`src/inc/isp_pkg.sv`:
```
// isp_pkg: constants and types for the programming command engine.
// assumes mclk at 25 MHz; the link clock arrives on a pin from the programmer.
package isp_pkg;
  localparam int MCLK_NS = 40;
  localparam int T_WR_NS = 2500000;   // write cycle, 2.5 ms
  localparam int T_AWR_NS = 5000000;  // write with auto-erase, 5 ms
  localparam int T_ERS_NS = 7500000;  // chip erase, 7.5 ms
  localparam int PAGE_BYTES = 128;
  localparam int HALF_BYTES = 64;
  localparam int OFS_W = 6;
  localparam int PAGE_W = 9;
  localparam int LAST_HDR = 2;        // index of the low address byte
  localparam logic [6:0] LAST_BYTE_IDX = 7'h03;
  localparam logic [6:0] LAST_PAGE_IDX = 7'h42;
  localparam logic [7:0] OP_MISC = 8'hac;
  localparam logic [7:0] AH_PROG_EN = 8'h53;
  localparam logic [7:0] AH_PAR_EN = 8'h35;
  localparam logic [2:0] AH_CHIP_ERASE = 3'h4;
  localparam logic [5:0] AH_LOCK_MODE = 6'h38;
  localparam logic [7:0] OP_STATUS = 8'h60;
  localparam logic [7:0] OP_RD_LOCK_MODE = 8'h24;
  localparam logic [7:0] OP_LOAD_BUF = 8'h4f;
  localparam logic [7:0] OP_DATA_WR_AE = 8'hd2;
  localparam logic [7:0] ENABLE_ACK = 8'h69;
  localparam logic [7:0] POLL_ERASED = 8'h7f;
  localparam logic [7:0] MSB_FLIP = 8'h80;
  localparam logic [7:0] BYTE_ERASED = 8'hff;
  localparam logic [7:0] BYTE_LOCKED = 8'h00;
  localparam logic [2:0] LOCK_RESET = 3'h0;
  localparam logic LOAD_RESET = 1'b1;
  localparam int ST_LOAD = 3;
  localparam int ST_SUCCESS = 2;
  localparam int ST_WRITE_INHIBITED_FLAG = 1;
  localparam int ST_READY = 0;
  typedef enum logic [2:0] {
    SP_NONE, SP_CODE, SP_DATA, SP_FUSE, SP_LOCK, SP_USIG, SP_ASIG
  } isp_space_t;
  typedef enum logic [1:0] {PS_IDLE, PS_ERASE, PS_WRITE, PS_WAIT} isp_pstate_t;
endpackage : isp_pkg

```
`src/design/isp_cmd_engine.sv`:
```
// isp_cmd_engine: target-side programming command engine with page buffer.
// assumes a nonvolatile array outside that answers nv_rdata combinationally
// from nv_addr/nv_space, and accepts nv_we and nv_erase strobes.
// Notes on behaviour
// - pages are 128 bytes; one command moves at most a 64-byte half page
// - write with auto-erase erases the whole 128-byte page first
// - fuses are one row, byte per fuse; chip erase leaves them alone
// - 00h enables a fuse; back to FFh needs an auto-erase row rewrite
// - lock bits are cleared by chip erase only
// - packet is opcode, two address bytes, then one or 64 data bytes
// - a command ends only when every packet byte has been shifted
// - page address: 6-bit offset, 1-bit half select, 9-bit page
// - offset increments per data byte, wraps inside the same half page
// - enable command AC 53 must come first; answers 69h in fourth byte
// - parallel enable AC 35 switches to byte transfers until session ends
// - code page ops: 50h write, 70h write auto-erase, 30h read
// - data page ops: D0h, D2h auto-erase, B0h read; high address ignored
// - fuse ops: 41h write one, 21h read one, 71h row write auto-erase
// - status bit 3 cleared by load-buffer command, set by next write
// - status bit 2 cleared at cycle start, set only if no brownout
// - bit 1 low during brownout; bit 0 low while busy or inhibited
// - polling read of last loaded byte gives MSB inverted while busy
// - during erase polling returns 7Fh
// - lock mode 2 refuses programming of every memory space except the lock bits
// - lock mode 3 also blocks code and data reads
// - serial link is mode 0, MSB first, link clock up to about 4 MHz (each phase over 3 mclk)
// - session lives only while the reset pin is held active
// - parallel: OE high takes bytes on rising edge, low drives reads
`timescale 1ns/100ps
module isp_cmd_engine
  import isp_pkg::*;
#(
  parameter int WR_CYCLES = (T_WR_NS + MCLK_NS - 1) / MCLK_NS,
  parameter int AWR_CYCLES = (T_AWR_NS + MCLK_NS - 1) / MCLK_NS,
  parameter int ERS_CYCLES = (T_ERS_NS + MCLK_NS - 1) / MCLK_NS,
  parameter logic [7:0] SIG_B0 = 8'h5a,  // identity bytes, values arbitrary
  parameter logic [7:0] SIG_B1 = 8'ha5,
  parameter logic [7:0] SIG_B2 = 8'h3c
) (
  input wire logic mclk,                  // system clock
  input wire logic srst,                  // synchronous reset, high
  input wire logic ce,                    // clock enable, freezes state when low
  input wire logic rst_pin,               // device reset pin, raw
  input wire logic reset_polarity_select, // 1: reset pin active high
  input wire logic sck,                   // link clock from programmer
  input wire logic mosi,                  // serial in; output enable low in parallel
  output logic miso_o,                    // serial out
  output logic miso_oe,                   // serial out drive enable
  input wire logic [7:0] p0_i,            // parallel port in
  output logic [7:0] p0_o,                // parallel port out
  output logic p0_oe,                     // parallel port drive enable
  input wire logic bod,                   // brownout, high inhibits writes
  output logic [15:0] nv_addr,            // array address {page,half,offset}
  output isp_space_t nv_space,            // array space
  input wire logic [7:0] nv_rdata,        // array read data
  output logic nv_we,                     // byte program strobe
  output logic [7:0] nv_wdata,            // byte program data
  output logic nv_erase,                  // erase strobe
  output logic nv_erase_all,              // erase whole space, not one page
  output logic [7:0] programming_status,  // status byte
  output logic write_inhibited_flag       // brownout inhibit, low active flag
);
  localparam int SW = 13;
  logic [SW-1:0] sync1_q, sync2_q;
  logic sck_s, mosi_s, rst_s, pol_s, bod_s, session, sck_d_q, rise, fall;
  logic [7:0] p0_s, byte_val, tx_q, tx_d, tx_sh_q, ah_q, op_q, rx_sh_q;
  logic [2:0] bit_cnt_q, lock_q;
  logic [6:0] byte_cnt_q;
  logic byte_done, last, enabled_q, par_q, load_q, start_q, busy, bod_hit_q;
  logic [OFS_W-1:0] ofs_q, last_ofs_q, p_idx_q, p_ofs_q;
  logic half_q, p_half_q, p_ae_q, p_chip_q, p_lock_mode_q, p_er_step_q, success_q;
  logic [PAGE_W-1:0] page_q, p_page_q;
  logic [7:0] last_data_q, p_data_q, p_bb_q;
  logic [7:0] buf_q [HALF_BYTES];
  logic [HALF_BYTES-1:0] mask_q;
  logic [31:0] tm_q;
  isp_space_t dec_space, p_space_q;
  logic dec_wr, dec_rd, dec_ae, dec_page, poll_hit, wr_block, rd_block;
  isp_pstate_t ps_q;

  // two flops on every pin input; only the second stage is read
  always_ff @(posedge mclk) begin
    if (srst) begin
      sync1_q <= '0;
      sync2_q <= '0;
    end else if (ce) begin
      sync1_q <= {p0_i, bod, reset_polarity_select, rst_pin, mosi, sck};
      sync2_q <= sync1_q;
    end
  end
  assign sck_s = sync2_q[0];
  assign mosi_s = sync2_q[1];
  assign rst_s = sync2_q[2];
  assign pol_s = sync2_q[3];
  assign bod_s = sync2_q[4];
  assign p0_s = sync2_q[12:5];
  assign session = pol_s ? rst_s : ~rst_s;

  // link clock edges found by sampling
  always_ff @(posedge mclk) begin
    if (srst) begin
      sck_d_q <= 1'b0;
    end else if (ce) begin
      sck_d_q <= sck_s;
    end
  end
  assign rise = session & sck_s & ~sck_d_q;
  assign fall = session & ~sck_s & sck_d_q;

  // mode 0: sample on rise; parallel takes a whole byte each rise
  assign byte_done = rise & (par_q | (bit_cnt_q == 3'h7));
  assign byte_val = par_q ? (mosi_s ? p0_s : 8'h00) : {rx_sh_q[6:0], mosi_s};
  always_ff @(posedge mclk) begin
    if (srst || (ce && !session)) begin
      bit_cnt_q <= 3'h0;
      rx_sh_q <= 8'h00;
    end else if (ce && rise && !par_q) begin
      bit_cnt_q <= bit_cnt_q + 3'h1;
      rx_sh_q <= {rx_sh_q[6:0], mosi_s};  // msb first
    end
  end

  // opcode decode into space and direction
  always_comb begin
    dec_space = SP_NONE;
    dec_wr = 1'b0;
    dec_rd = 1'b0;
    dec_ae = 1'b0;
    if (op_q[7]) begin
      if (op_q[3:0] == 4'h0 || op_q == OP_DATA_WR_AE) begin
        dec_space = SP_DATA;
        dec_wr = op_q[6];
        dec_rd = ~op_q[6];
        dec_ae = (op_q == OP_DATA_WR_AE);
      end
    end else if (op_q[6:5] != 2'b00 && op_q[7:4] != 4'h6) begin
      case (op_q[3:0])
        4'h0: dec_space = SP_CODE;
        4'h1: dec_space = SP_FUSE;
        4'h2: dec_space = SP_USIG;
        4'h4: dec_space = (op_q[6] & op_q[5]) ? SP_NONE : SP_LOCK;
        4'h8: dec_space = op_q[6] ? SP_NONE : SP_ASIG;
        default: dec_space = SP_NONE;
      endcase
      dec_wr = op_q[6];
      dec_rd = ~op_q[6];
      dec_ae = op_q[6] & op_q[5];
    end
  end
  assign dec_page = op_q[4];
  // packet length fixed by the opcode
  assign last = (byte_cnt_q == (dec_page ? LAST_PAGE_IDX : LAST_BYTE_IDX));
  assign wr_block = lock_q[0];
  assign rd_block = lock_q[0] & lock_q[1];
  assign busy = (ps_q != PS_IDLE);

  // packet assembly, page buffer and command execution
  always_ff @(posedge mclk) begin
    if (srst) begin
      byte_cnt_q <= 7'h00;
      op_q <= 8'h00;
      ah_q <= 8'h00;
      ofs_q <= '0;
      half_q <= 1'b0;
      page_q <= '0;
      enabled_q <= 1'b0;
      par_q <= 1'b0;
      load_q <= LOAD_RESET;
      start_q <= 1'b0;
      mask_q <= '0;
      last_data_q <= 8'h00;
      last_ofs_q <= '0;
    end else if (ce) begin
      start_q <= 1'b0;
      if (ps_q == PS_WAIT && tm_q == 32'h0) begin
        mask_q <= '0;  // buffer is spent once a cycle ends
      end
      if (!session) begin
        byte_cnt_q <= 7'h00;
        enabled_q <= 1'b0;
        par_q <= 1'b0;
      end else if (byte_done) begin
        if (byte_cnt_q == 7'h00) begin
          op_q <= byte_val;
        end else if (byte_cnt_q == 7'h01) begin
          ah_q <= byte_val;
        end else if (byte_cnt_q == 7'(LAST_HDR)) begin
          ofs_q <= byte_val[OFS_W-1:0];
          half_q <= byte_val[OFS_W];
          // only code space takes page bits from the high address byte
          page_q <= (dec_space == SP_CODE) ? {ah_q, byte_val[7]} : {8'h00, byte_val[7]};
        end else begin
          if ((dec_wr || op_q == OP_LOAD_BUF) && !busy) begin
            buf_q[ofs_q] <= byte_val;
            mask_q[ofs_q] <= 1'b1;
            last_data_q <= byte_val;
            last_ofs_q <= ofs_q;
          end
          ofs_q <= ofs_q + 1'b1;
        end
        // a command only acts after its final byte
        if (last) begin
          byte_cnt_q <= 7'h00;
          if (op_q == OP_MISC && ah_q == AH_PROG_EN) begin
            enabled_q <= 1'b1;
          end else if (enabled_q) begin
            if (op_q == OP_MISC && ah_q == AH_PAR_EN) begin
              par_q <= 1'b1;
            end else if (op_q == OP_LOAD_BUF) begin
              load_q <= 1'b0;
            end else if (op_q == OP_MISC && !busy && !bod_s &&
                         (ah_q[7:5] == AH_CHIP_ERASE || ah_q[7:2] == AH_LOCK_MODE)) begin
              start_q <= 1'b1;
            end else if (dec_wr && dec_space != SP_NONE && !busy && !bod_s &&
                         (!wr_block || dec_space == SP_LOCK)) begin
              start_q <= 1'b1;
              load_q <= 1'b1;
            end else if (dec_wr) begin
              mask_q <= '0;     // refused write leaves memory unchanged
            end
          end
        end else begin
          byte_cnt_q <= byte_cnt_q + 7'h01;
        end
      end
    end
  end

  // program sequencer: erase, byte writes, then timed wait
  always_ff @(posedge mclk) begin
    if (srst) begin
      ps_q <= PS_IDLE;
      tm_q <= 32'h0;
      p_idx_q <= '0;
      p_space_q <= SP_NONE;
      p_page_q <= '0;
      p_half_q <= 1'b0;
      p_ae_q <= 1'b0;
      p_chip_q <= 1'b0;
      p_lock_mode_q <= 1'b0;
      p_bb_q <= 8'h00;
      p_er_step_q <= 1'b0;
      p_ofs_q <= '0;
      p_data_q <= 8'h00;
      lock_q <= LOCK_RESET;
      success_q <= 1'b0;
      bod_hit_q <= 1'b0;
    end else if (ce) begin
      case (ps_q)
        PS_IDLE: begin
          if (start_q) begin
            success_q <= 1'b0;
            bod_hit_q <= 1'b0;
            p_chip_q <= (op_q == OP_MISC) && (ah_q[7:5] == AH_CHIP_ERASE);
            p_lock_mode_q <= (op_q == OP_MISC) && (ah_q[7:2] == AH_LOCK_MODE);
            p_bb_q <= ah_q;
            p_space_q <= (op_q == OP_MISC) ? SP_CODE : dec_space;
            p_page_q <= page_q;
            p_half_q <= half_q;
            p_ae_q <= dec_ae && op_q != OP_MISC;
            p_ofs_q <= last_ofs_q;
            p_data_q <= last_data_q;
            p_er_step_q <= 1'b0;
            p_idx_q <= '0;
            if (op_q == OP_MISC && ah_q[7:5] == AH_CHIP_ERASE) begin
              ps_q <= PS_ERASE;
              tm_q <= 32'(ERS_CYCLES - 1);
            end else if (dec_ae && op_q != OP_MISC) begin
              ps_q <= PS_ERASE;
              tm_q <= 32'(AWR_CYCLES - 1);
            end else begin
              ps_q <= PS_WRITE;
              tm_q <= 32'(WR_CYCLES - 1);
            end
          end
        end
        PS_ERASE: begin
          // chip erase walks code then data; fuses are never in that walk
          if (p_chip_q && !p_er_step_q) begin
            p_er_step_q <= 1'b1;
          end else if (p_chip_q) begin
            lock_q <= LOCK_RESET;
            ps_q <= PS_WAIT;
          end else begin
            ps_q <= PS_WRITE;
          end
        end
        PS_WRITE: begin
          p_idx_q <= p_idx_q + 1'b1;
          if (p_lock_mode_q) begin
            lock_q <= lock_q | {p_bb_q[1] & p_bb_q[0], p_bb_q[1], |p_bb_q[1:0]};
          end else if (p_space_q == SP_LOCK && mask_q[p_idx_q] &&
                       buf_q[p_idx_q] == BYTE_LOCKED && p_idx_q < OFS_W'(3)) begin
            lock_q[p_idx_q[1:0]] <= 1'b1;  // programming only adds locks
          end
          if (p_idx_q == OFS_W'(HALF_BYTES - 1) || p_lock_mode_q) begin
            ps_q <= PS_WAIT;
          end
        end
        PS_WAIT: begin
          if (tm_q == 32'h0) begin
            ps_q <= PS_IDLE;
            success_q <= ~bod_hit_q & ~bod_s;
          end
        end
        default: ps_q <= PS_IDLE;
      endcase
      if (ps_q != PS_IDLE && tm_q != 32'h0) begin
        tm_q <= tm_q - 32'h1;
      end
      if (ps_q != PS_IDLE && bod_s) begin
        bod_hit_q <= 1'b1;
      end
    end
  end

  // array strobes and shared address; writer wins while cycling
  always_ff @(posedge mclk) begin
    if (srst) begin
      nv_addr <= 16'h0000;
      nv_space <= SP_NONE;
      nv_we <= 1'b0;
      nv_wdata <= 8'h00;
      nv_erase <= 1'b0;
      nv_erase_all <= 1'b0;
    end else if (ce) begin
      nv_we <= 1'b0;
      nv_erase <= 1'b0;
      nv_erase_all <= 1'b0;
      if (ps_q == PS_ERASE) begin
        nv_erase <= 1'b1;  // whole 128-byte page, both halves
        nv_erase_all <= p_chip_q;
        nv_space <= p_chip_q ? (p_er_step_q ? SP_DATA : SP_CODE) : p_space_q;
        nv_addr <= {p_page_q, 1'b0, 6'h00};
      end else if (ps_q == PS_WRITE && !p_lock_mode_q && p_space_q != SP_LOCK) begin
        nv_we <= mask_q[p_idx_q];
        nv_wdata <= buf_q[p_idx_q];
        nv_space <= p_space_q;
        nv_addr <= {p_page_q, p_half_q, p_idx_q};
      end else begin
        nv_space <= dec_space;
        nv_addr <= {page_q, half_q, ofs_q};
      end
    end
  end

  // outgoing byte for the next packet position
  assign poll_hit = busy && dec_space == p_space_q &&
                    {page_q, half_q, ofs_q} == {p_page_q, p_half_q, p_ofs_q};
  always_comb begin
    tx_d = 8'h00;
    if (op_q == OP_MISC && ah_q == AH_PROG_EN) begin
      tx_d = ENABLE_ACK;
    end else if (op_q == OP_STATUS) begin
      tx_d = programming_status;
    end else if (op_q == OP_RD_LOCK_MODE) begin
      tx_d = {3'b000, ~lock_q, 2'b00};
    end else if (dec_rd) begin
      if (dec_space == SP_LOCK) begin
        tx_d = (ofs_q < OFS_W'(3) && lock_q[ofs_q[1:0]]) ? BYTE_LOCKED : BYTE_ERASED;
      end else if (dec_space == SP_ASIG) begin
        tx_d = (ofs_q == OFS_W'(0)) ? SIG_B0 : (ofs_q == OFS_W'(1)) ? SIG_B1 :
               (ofs_q == OFS_W'(2)) ? SIG_B2 : BYTE_ERASED;
      end else if (rd_block && (dec_space == SP_CODE || dec_space == SP_DATA)) begin
        tx_d = 8'h00;
      end else if (poll_hit && (ps_q == PS_ERASE || p_chip_q)) begin
        tx_d = POLL_ERASED;
      end else if (poll_hit) begin
        tx_d = p_data_q ^ MSB_FLIP;
      end else if (dec_space != SP_NONE) begin
        tx_d = nv_rdata;
      end
    end
  end

  // output shifting on the falling link edge
  always_ff @(posedge mclk) begin
    if (srst) begin
      tx_q <= 8'h00;
      tx_sh_q <= 8'h00;
      miso_o <= 1'b0;
      miso_oe <= 1'b0;
      p0_o <= 8'h00;
      p0_oe <= 1'b0;
    end else if (ce) begin
      tx_q <= tx_d;
      miso_oe <= session & ~par_q;
      p0_oe <= session & par_q & ~mosi_s;
      if (fall && par_q) begin
        p0_o <= tx_q;
      end else if (fall && bit_cnt_q == 3'h0) begin
        miso_o <= tx_q[7];
        tx_sh_q <= {tx_q[6:0], 1'b0};
      end else if (fall) begin
        miso_o <= tx_sh_q[7];
        tx_sh_q <= {tx_sh_q[6:0], 1'b0};
      end
    end
  end

  // status byte kept in a flop
  always_ff @(posedge mclk) begin
    if (srst) begin
      programming_status <= 8'h00;
      write_inhibited_flag <= 1'b0;
    end else if (ce) begin
      programming_status <= 8'h00;
      programming_status[ST_LOAD] <= load_q;
      programming_status[ST_SUCCESS] <= success_q;
      programming_status[ST_WRITE_INHIBITED_FLAG] <= ~bod_s;
      programming_status[ST_READY] <= ~(busy | bod_s);
      write_inhibited_flag <= ~bod_s;
    end
  end
endmodule : isp_cmd_engine

```
`config.mk`:
```
export PLATFORM = sky130hd
export DESIGN_NAME = isp_cmd_engine
export DESIGN_NICKNAME = d
export VERILOG_FILES = /design/src/inc/isp_pkg.sv /design/src/design/isp_cmd_engine.sv
export SDC_FILE = /design/constraint.sdc
export NUM_CORES = 1
export LEC_CHECK = 0
export BUFFER_PORTS_ARGS = -buffer_cell sky130_fd_sc_hd__clkbuf_2
export CAP_MARGIN = 20
export CORE_UTILIZATION = 28
export CTS_BUF_LIST = sky130_fd_sc_hd__clkbuf_16
export DETAILED_ROUTE_END_ITERATION = 6
export GPL_TIMING_DRIVEN = 1
export PLACE_DENSITY = 0.46
export SETUP_SLACK_MARGIN = 0.05
export SLEW_MARGIN = 40
export SYNTH_ARGS = -nofsm -noshare
export SYNTH_HDL_FRONTEND = slang
export SYNTH_SLANG_ARGS = --single-unit
```
`constraint.sdc`:
```
create_clock -name mclk -period 6.7 [get_ports mclk]
set_clock_uncertainty 0.15 [all_clocks]
set_input_delay 1.34 -clock mclk [delete_from_list [all_inputs] [get_ports mclk]]
set_output_delay 1.34 -clock mclk [all_outputs]
set_load 0.01 [all_outputs]
```
==> impl_metrics.tcl, run 1 <==
set metrics [dict create \
    status "finished clean" \
    critPathCaptureType "flop" \
    grt_overflow_total 0 \
    drive_gt1_share_pct 18.4 \
    fin_area_mm2 0.0390 \
    cts_root_buf "clkbuf_16" \
    drtIter0Drc 1935 \
    worst_slack_ps 1930 \
    drt_pass1_iterations 5 \
    setup_tns_ps 0 \
    core_area_mm2 0.119 \
    insertion_delay_ps 670 \
    p_seq_share_pct 51.5 \
    antenna_found_initial 1 \
    place_congestion 0.851 \
    hold_violations 0 \
    grt_first_pass_wirelength_mm 150 \
    netlist_area_mm2 0.0337 \
    period_needed_ps 4770 \
    dp_hpwl_mm 67.0 \
    die_w_um 349 \
    clk_pin_slew_worst_paths_ps 60 \
    die_h_um 349 \
    worstPathMaxFanout 13 \
    arrival_ps 4910 \
    cts_resized 0 \
    cts_num_sinks 813 \
    drc_errors 0 \
    ctsHoldBuffers 0 \
    io_pins 74 \
    hold_depth 2 \
    fin_crit_sh_pct 71.2 \
    yosysTopAreaCell "edfxtp_1" \
    grt_pass1_vias 21723 \
    cts_made_buffers 90 \
    clock.fmax_mhz 210 \
    seq_area_frac_synth_pct 63.4 \
    setup_viol_count_final 0 \
    cts_tree "yes" \
    rsz0062_at_grt "no" \
    dp.cells 4092 \
    clk_path_buf_depth 3 \
    pwr-share-clk_pct 47.4 \
    ff2ff_path_depth 10 \
    grt_max_degree 156 \
    p_comb_share_pct 1.2 \
    synth_top_area_share_pct 45.6 \
    via_per_inst 5.08 \
    fin_total_pwr_mw 10.3 \
    row_count 126 \
    powerDensity_mw_per_mm2 263 \
    start_util_pct 28.4 \
    cp.required_ps 6840 \
    synth_edf_count 512 \
    report.final.slew_viol_count 0 \
    intPower_mw 8.10 \
    synth_area_leaders "edfxtp_1 46%, dfxtp_1 18%, mux4_2 9.5%" \
    relSlewSlack_pct 40.6 \
    maxCapViolCount 0 \
    synth_commonest_cells "512 x edfxtp_1, 303 x nor2_1, 301 x dfxtp_1, 206 x nand2_1, 142 x mux4_2" \
    port_buffers 69 \
    yosys_warnings 0 \
    final_antenna_net_count 0 \
    async_flop_share_pct 0 \
    worst_pin_slew_ps 889 \
    p_leak_nw 12.3 \
    synthCells 2524 \
    wl_mm 102 \
    postCtsSetupBuffers 0 \
    irDropWorstVdd_mv 0.187 \
    dp_slack_ps 1360 \
    syn2layout_area_growth_pct 15.6 \
    synth_area_per_cell_um2 13.4 \
    die_area_mm2 0.122 \
    track_usage_pct 16.6 \
    hold_path.class "flop to flop" \
    synth.most_common_cell "edfxtp_1" \
    start_kind "flop" \
    synth_cell_types 81 \
    wire_per_inst_um 24.0 \
    switching_share_pct 21.1 \
    ys_seq_elements 813 \
    fin_cells 4256 \
    route.vias.total 21628 \
    fin_nets 2631 \
    dpl_cell_area_mm2 0.0360 \
    crit_type "flop to flop" \
    synth_ff_type "edfxtp_1" \
    htree_levels 3 \
    fillers 11594 \
    p_sw_mw 2.17 \
]
## metrics by stage
stage	util (%)	hold WS [ps]
6_report	32.9	307
4_1_cts	32.8	307
5_1_grt	32.9	325
2_1_floorplan	-	275
3_3_place_gp	30.3	292
3_5_place_dp	30.4	297
## cells by family (layout without fill, tap and decap cells)
group / count (synthesis) / after routing / synth area share [%]
mux: 273 / 273 / 13.4
simple gates: 767 / 767 / 10.4
flops: 813 / 813 / 63.4
xor+xnor: 47 / 47 / 1.22
fa+ha+maj: 21 / 21 / 0.779
other cells: 1 / 5 / 0.0111
buf+inv: 200 / 328 / 2.55
compound gates: 402 / 402 / 8.19
## layout make-up
type                            instances  area [um2]  area share (%)
Timing Repair Buffer                  128         921            2.36
Clock inverter                         71         617            1.58
Sequential cell                       813       21400            54.9
Inverter                               39         146           0.375
Tap cell                             1600        2000            5.13
Multi-Input combinational cell       1514       11700            29.9
Antenna cell                            1        2.50         0.00641
Clock buffer                           90        2250            5.77
## registers in the layout, indices dropped and copies added, names as in the netlist, 9 cells and up, named ones only
register / count
sync2_q: 13
mask_q: 64
sync1_q: 13
buf_q: 512
tm_q: 32
page_q: 9
p_page_q: 9
nv_addr: 16
## per-layer routing
metal | wire, um | share of wire, % | global-route usage [%] | vias to the layer above
li1 | - | - | - | 9699
met2 | 47900 | 47 | 26.9 | 693
met3 | 5640 | 5.5 | 2.61 | 180
met4 | 3380 | 3.3 | 5.59 | 0
met5 | 0 | 0 | 0 | -
met1 | 45100 | 44 | 22.4 | 11056
## worst paths after layout
| kind | end | startpoint | slack (ps) |
|---|---|---|---|
| max | buf_q[14][1] | bit_cnt_q[0] | 1930 |
| min | last_ofs_q[2] | last_ofs_q[2] | 310 |
| max reg2reg | buf_q[14][1] | bit_cnt_q[0] | 1930 |
| min reg2reg | last_ofs_q[2] | last_ofs_q[2] | 310 |
## power groups by stage
stage / clock (mW) / combinational (mW) / sequential, mW
after floorplan: 0 / 0.0785 / 5.39
after global placement: 0 / 0.119 / 5.40
after detailed placement: 0 / 0.121 / 5.40
after CTS: 4.98 / 0.121 / 5.29
after global routing: 5.18 / 0.130 / 5.29
final: 4.87 / 0.120 / 5.29
## cells in the final DEF, fill, tap and decap left out, types with 10 or more instances in the layout
cell type	netlist	layout
a211oi_1	34	34
a21oi_1	114	113
a22o_1	38	36
a22oi_1	13	10
a311oi_1	11	11
a31oi_1	18	18
a32o_1	12	12
buf_4	7	48
clkbuf_16	0	90
clkbuf_2	0	67
clkinv_1	6	23
clkinv_2	0	14
dfxtp_1	301	297
edfxtp_1	512	512
ha_1	21	21
inv_1	32	46
mux2_2	20	20
mux2i_1	111	111
mux4_2	142	142
nand2_1	206	206
nand2b_1	17	16
nand3_1	50	50
nand4_1	16	16
nor2_1	303	286
nor2_2	0	17
nor2b_1	19	18
nor3_1	60	50
nor4_1	22	20
o21a_1	11	10
o21ai_0	60	60
o2bb2ai_1	18	18
or3_1	11	11
xnor2_1	35	35
xor2_1	12	11
## critical path: stages (launching register included)
cell and delay, ps:
dfxtp_1 380, ha_1 180, ha_1 150, nor2_1 50
nor4_1 470, nand2_1 330, nor2_1 690, nand4_1 510
nor2_1 390, nand2_1 390, nor2_1 720
No activity file was read; power rests on OpenSTA's default activity.
==> run 2: changes to the inputs <==
clock period = 4.5 ns   (was 6.7 ns; I/O delays follow)
==> run 2 against run 1 <==
Compared with the run above:
- combinational power is 49% higher
- power is 50% higher
- count of clock-buffer cells in the layout is 7 higher
- sequential power is 49% higher
- clock power is 51% higher
- worst setup slack worse by 1300 ps
- sequential share of layout area is 0.74 points lower
- critical path depth is 1 lower
- wire length is 1.5% higher
==> impl_metrics.tcl, run 2 (synthesized netlist as in run 1, its figures left out) <==
set metrics [dict create \
    crit_start "op_q[6]" \
    cts_resized 0 \
    drive_gt1_share_pct 19.5 \
    hold_path.class "flop to flop" \
    fin_area_mm2 0.0396 \
    grt_first_pass_wirelength_mm 154 \
    cts_num_sinks 813 \
    die_w_um 349 \
    irDropWorstVdd_mv 0.240 \
    dp_hpwl_mm 69.3 \
    r2r-end "mask_q[50]" \
    syn2layout_area_growth_pct 17.2 \
    ctsHoldBuffers 0 \
    drt-met1-wl_mm 46.5 \
    rrSetupSlack_ps 620 \
    relSlewSlack_pct 44.0 \
    ff2ff_path_depth 9 \
    cp.required_ps 4940 \
    clk_pin_slew_worst_paths_ps 60 \
    grt_max_degree 142 \
    worstPathMaxFanout 64 \
    regMostFlops "buf_q" \
    critPathCaptureType "flop" \
    io_pins 74 \
    diodes 0 \
    period_needed_ps 3880 \
    antenna_found_initial 3 \
    final_antenna_net_count 0 \
    grt_overflow_total 0 \
    die_area_mm2 0.122 \
    powerDensity_mw_per_mm2 390 \
    wl_mm 104 \
    top_layer_used "met4" \
    rsz0062_at_grt "no" \
    dp.cells 4175 \
    critPathCapture "mask_q[50]" \
    track_usage_pct 17.0 \
    start_kind "flop" \
    route.vias.total 22066 \
    place_congestion 0.875 \
    dpl_cell_area_mm2 0.0366 \
    cts_root_buf "clkbuf_16" \
    largest_reg_flops 512 \
    fin_total_pwr_mw 15.4 \
    crit_type "flop to flop" \
    cts_tree "yes" \
    wl_met3_mm 5.23 \
    hold_violations 0 \
    clk_path_buf_depth 3 \
    status "finished clean" \
    clock.fmax_mhz 258 \
    wl_met2_mm 49.1 \
    fin_nets 2716 \
    drtIter0Drc 1883 \
    layout_commonest_cell "edfxtp_1" \
    setup_tns_ps 0 \
    start_util_pct 28.4 \
    whs_ps 304 \
    largestRegisters "buf_q x512, mask_q x64, tm_q x32" \
    maxCapViolCount 0 \
    row_count 126 \
    drt_pass1_iterations 5 \
    fin_crit_sh_pct 86.2 \
    insertion_delay_ps 670 \
    worst_pin_slew_ps 839 \
    port_buffers 69 \
    arrival_ps 4320 \
    cts_made_buffers 93 \
    wire_per_inst_um 23.8 \
    postCtsSetupBuffers 0 \
    via_per_inst 5.08 \
    layout_common_cells "512 x edfxtp_1, 300 x nor2_1, 297 x dfxtp_1" \
    drc_errors 0 \
    setup_viol_count_final 0 \
    core_area_mm2 0.119 \
    die_h_um 349 \
    htree_levels 3 \
    fin_cells 4347 \
    report.final.slew_viol_count 0 \
    p_leak_nw 12.7 \
    grt_pass1_vias 22536 \
    r2r-start "op_q[6]" \
]
run 2: cell count changes in the layout (fill, tap and decap cells not counted), moves of 5 or more:
| cell | before | now |
|---|---|---|
| buf_4 | 48 | 134 |
| clkbuf_16 | 90 | 97 |
| clkinv_1 | 23 | 32 |
| inv_1 | 46 | 51 |
| nor2_1 | 286 | 300 |
| nor2_2 | 17 | 3 |
| nor3_1 | 50 | 58 |
| nor3_2 | 9 | 3 |
run 2: final cells by class:
| type | count | area, um2 |
|---|---|---|
| Fill cell | 11684 | 79200 |
| Sequential cell | 813 | 21400 |
| Multi-Input combinational cell | 1514 | 11500 |
| Clock buffer | 97 | 2430 |
| Tap cell | 1600 | 2000 |
| Timing Repair Buffer | 210 | 1490 |
| Clock inverter | 74 | 534 |
| Inverter | 39 | 149 |
run 2: power by group:
part	switching, mW	leakage, nW	total (mW)	internal [mW]
logic	0.128	4.28	0.179	0.0504
clock network	3.12	1.53	7.36	4.23
registers	0.0170	6.93	7.88	7.86
run 2: worst min path at each step:
| stage | from | endpoint | slack (ps) | cells after the start |
|---|---|---|---|---|
| 6_report | last_data_q[4] | p_data_q[4] | 300 | 2 |
| 2_1_floorplan | mask_q[25] | mask_q[25] | 270 | 1 |
| 3_5_place_dp | mask_q[55] | mask_q[55] | 290 | 1 |
| 5_1_grt | last_ofs_q[0] | p_ofs_q[0] | 320 | 2 |
| 4_1_cts | p0_i[2] | sync1_q[7] | 290 | 3 |
| 3_3_place_gp | mask_q[23] | mask_q[23] | 290 | 1 |
run 2: metal layers:
layer / global-route usage (%) / vias to the layer above
met1: 23.4 / 11338
met5: 0 / -
met3: 2.40 / 173
li1: - / 9857
met4: 5.21 / 0
met2: 27.5 / 698
run 2: through the flow:
| stage | util [%] | setup WS, ps |
|---|---|---|
| after floorplan | - | 1150 |
| after global placement | 30.8 | 254 |
| after detailed placement | 30.8 | 695 |
| after CTS | 33.3 | 669 |
| after global routing | 33.3 | 488 |
| final | 33.3 | 621 |
run 2: critical path, cell delays in order, from the launching register on:
cell	delay, ps
dfxtp_1	440
or4b_1	580
or3_4	420
nor3_2	200
and4b_1	490
nor4_1	140
a21boi_4	240
o31ai_4	230
buf_4	590
a22o_1	260
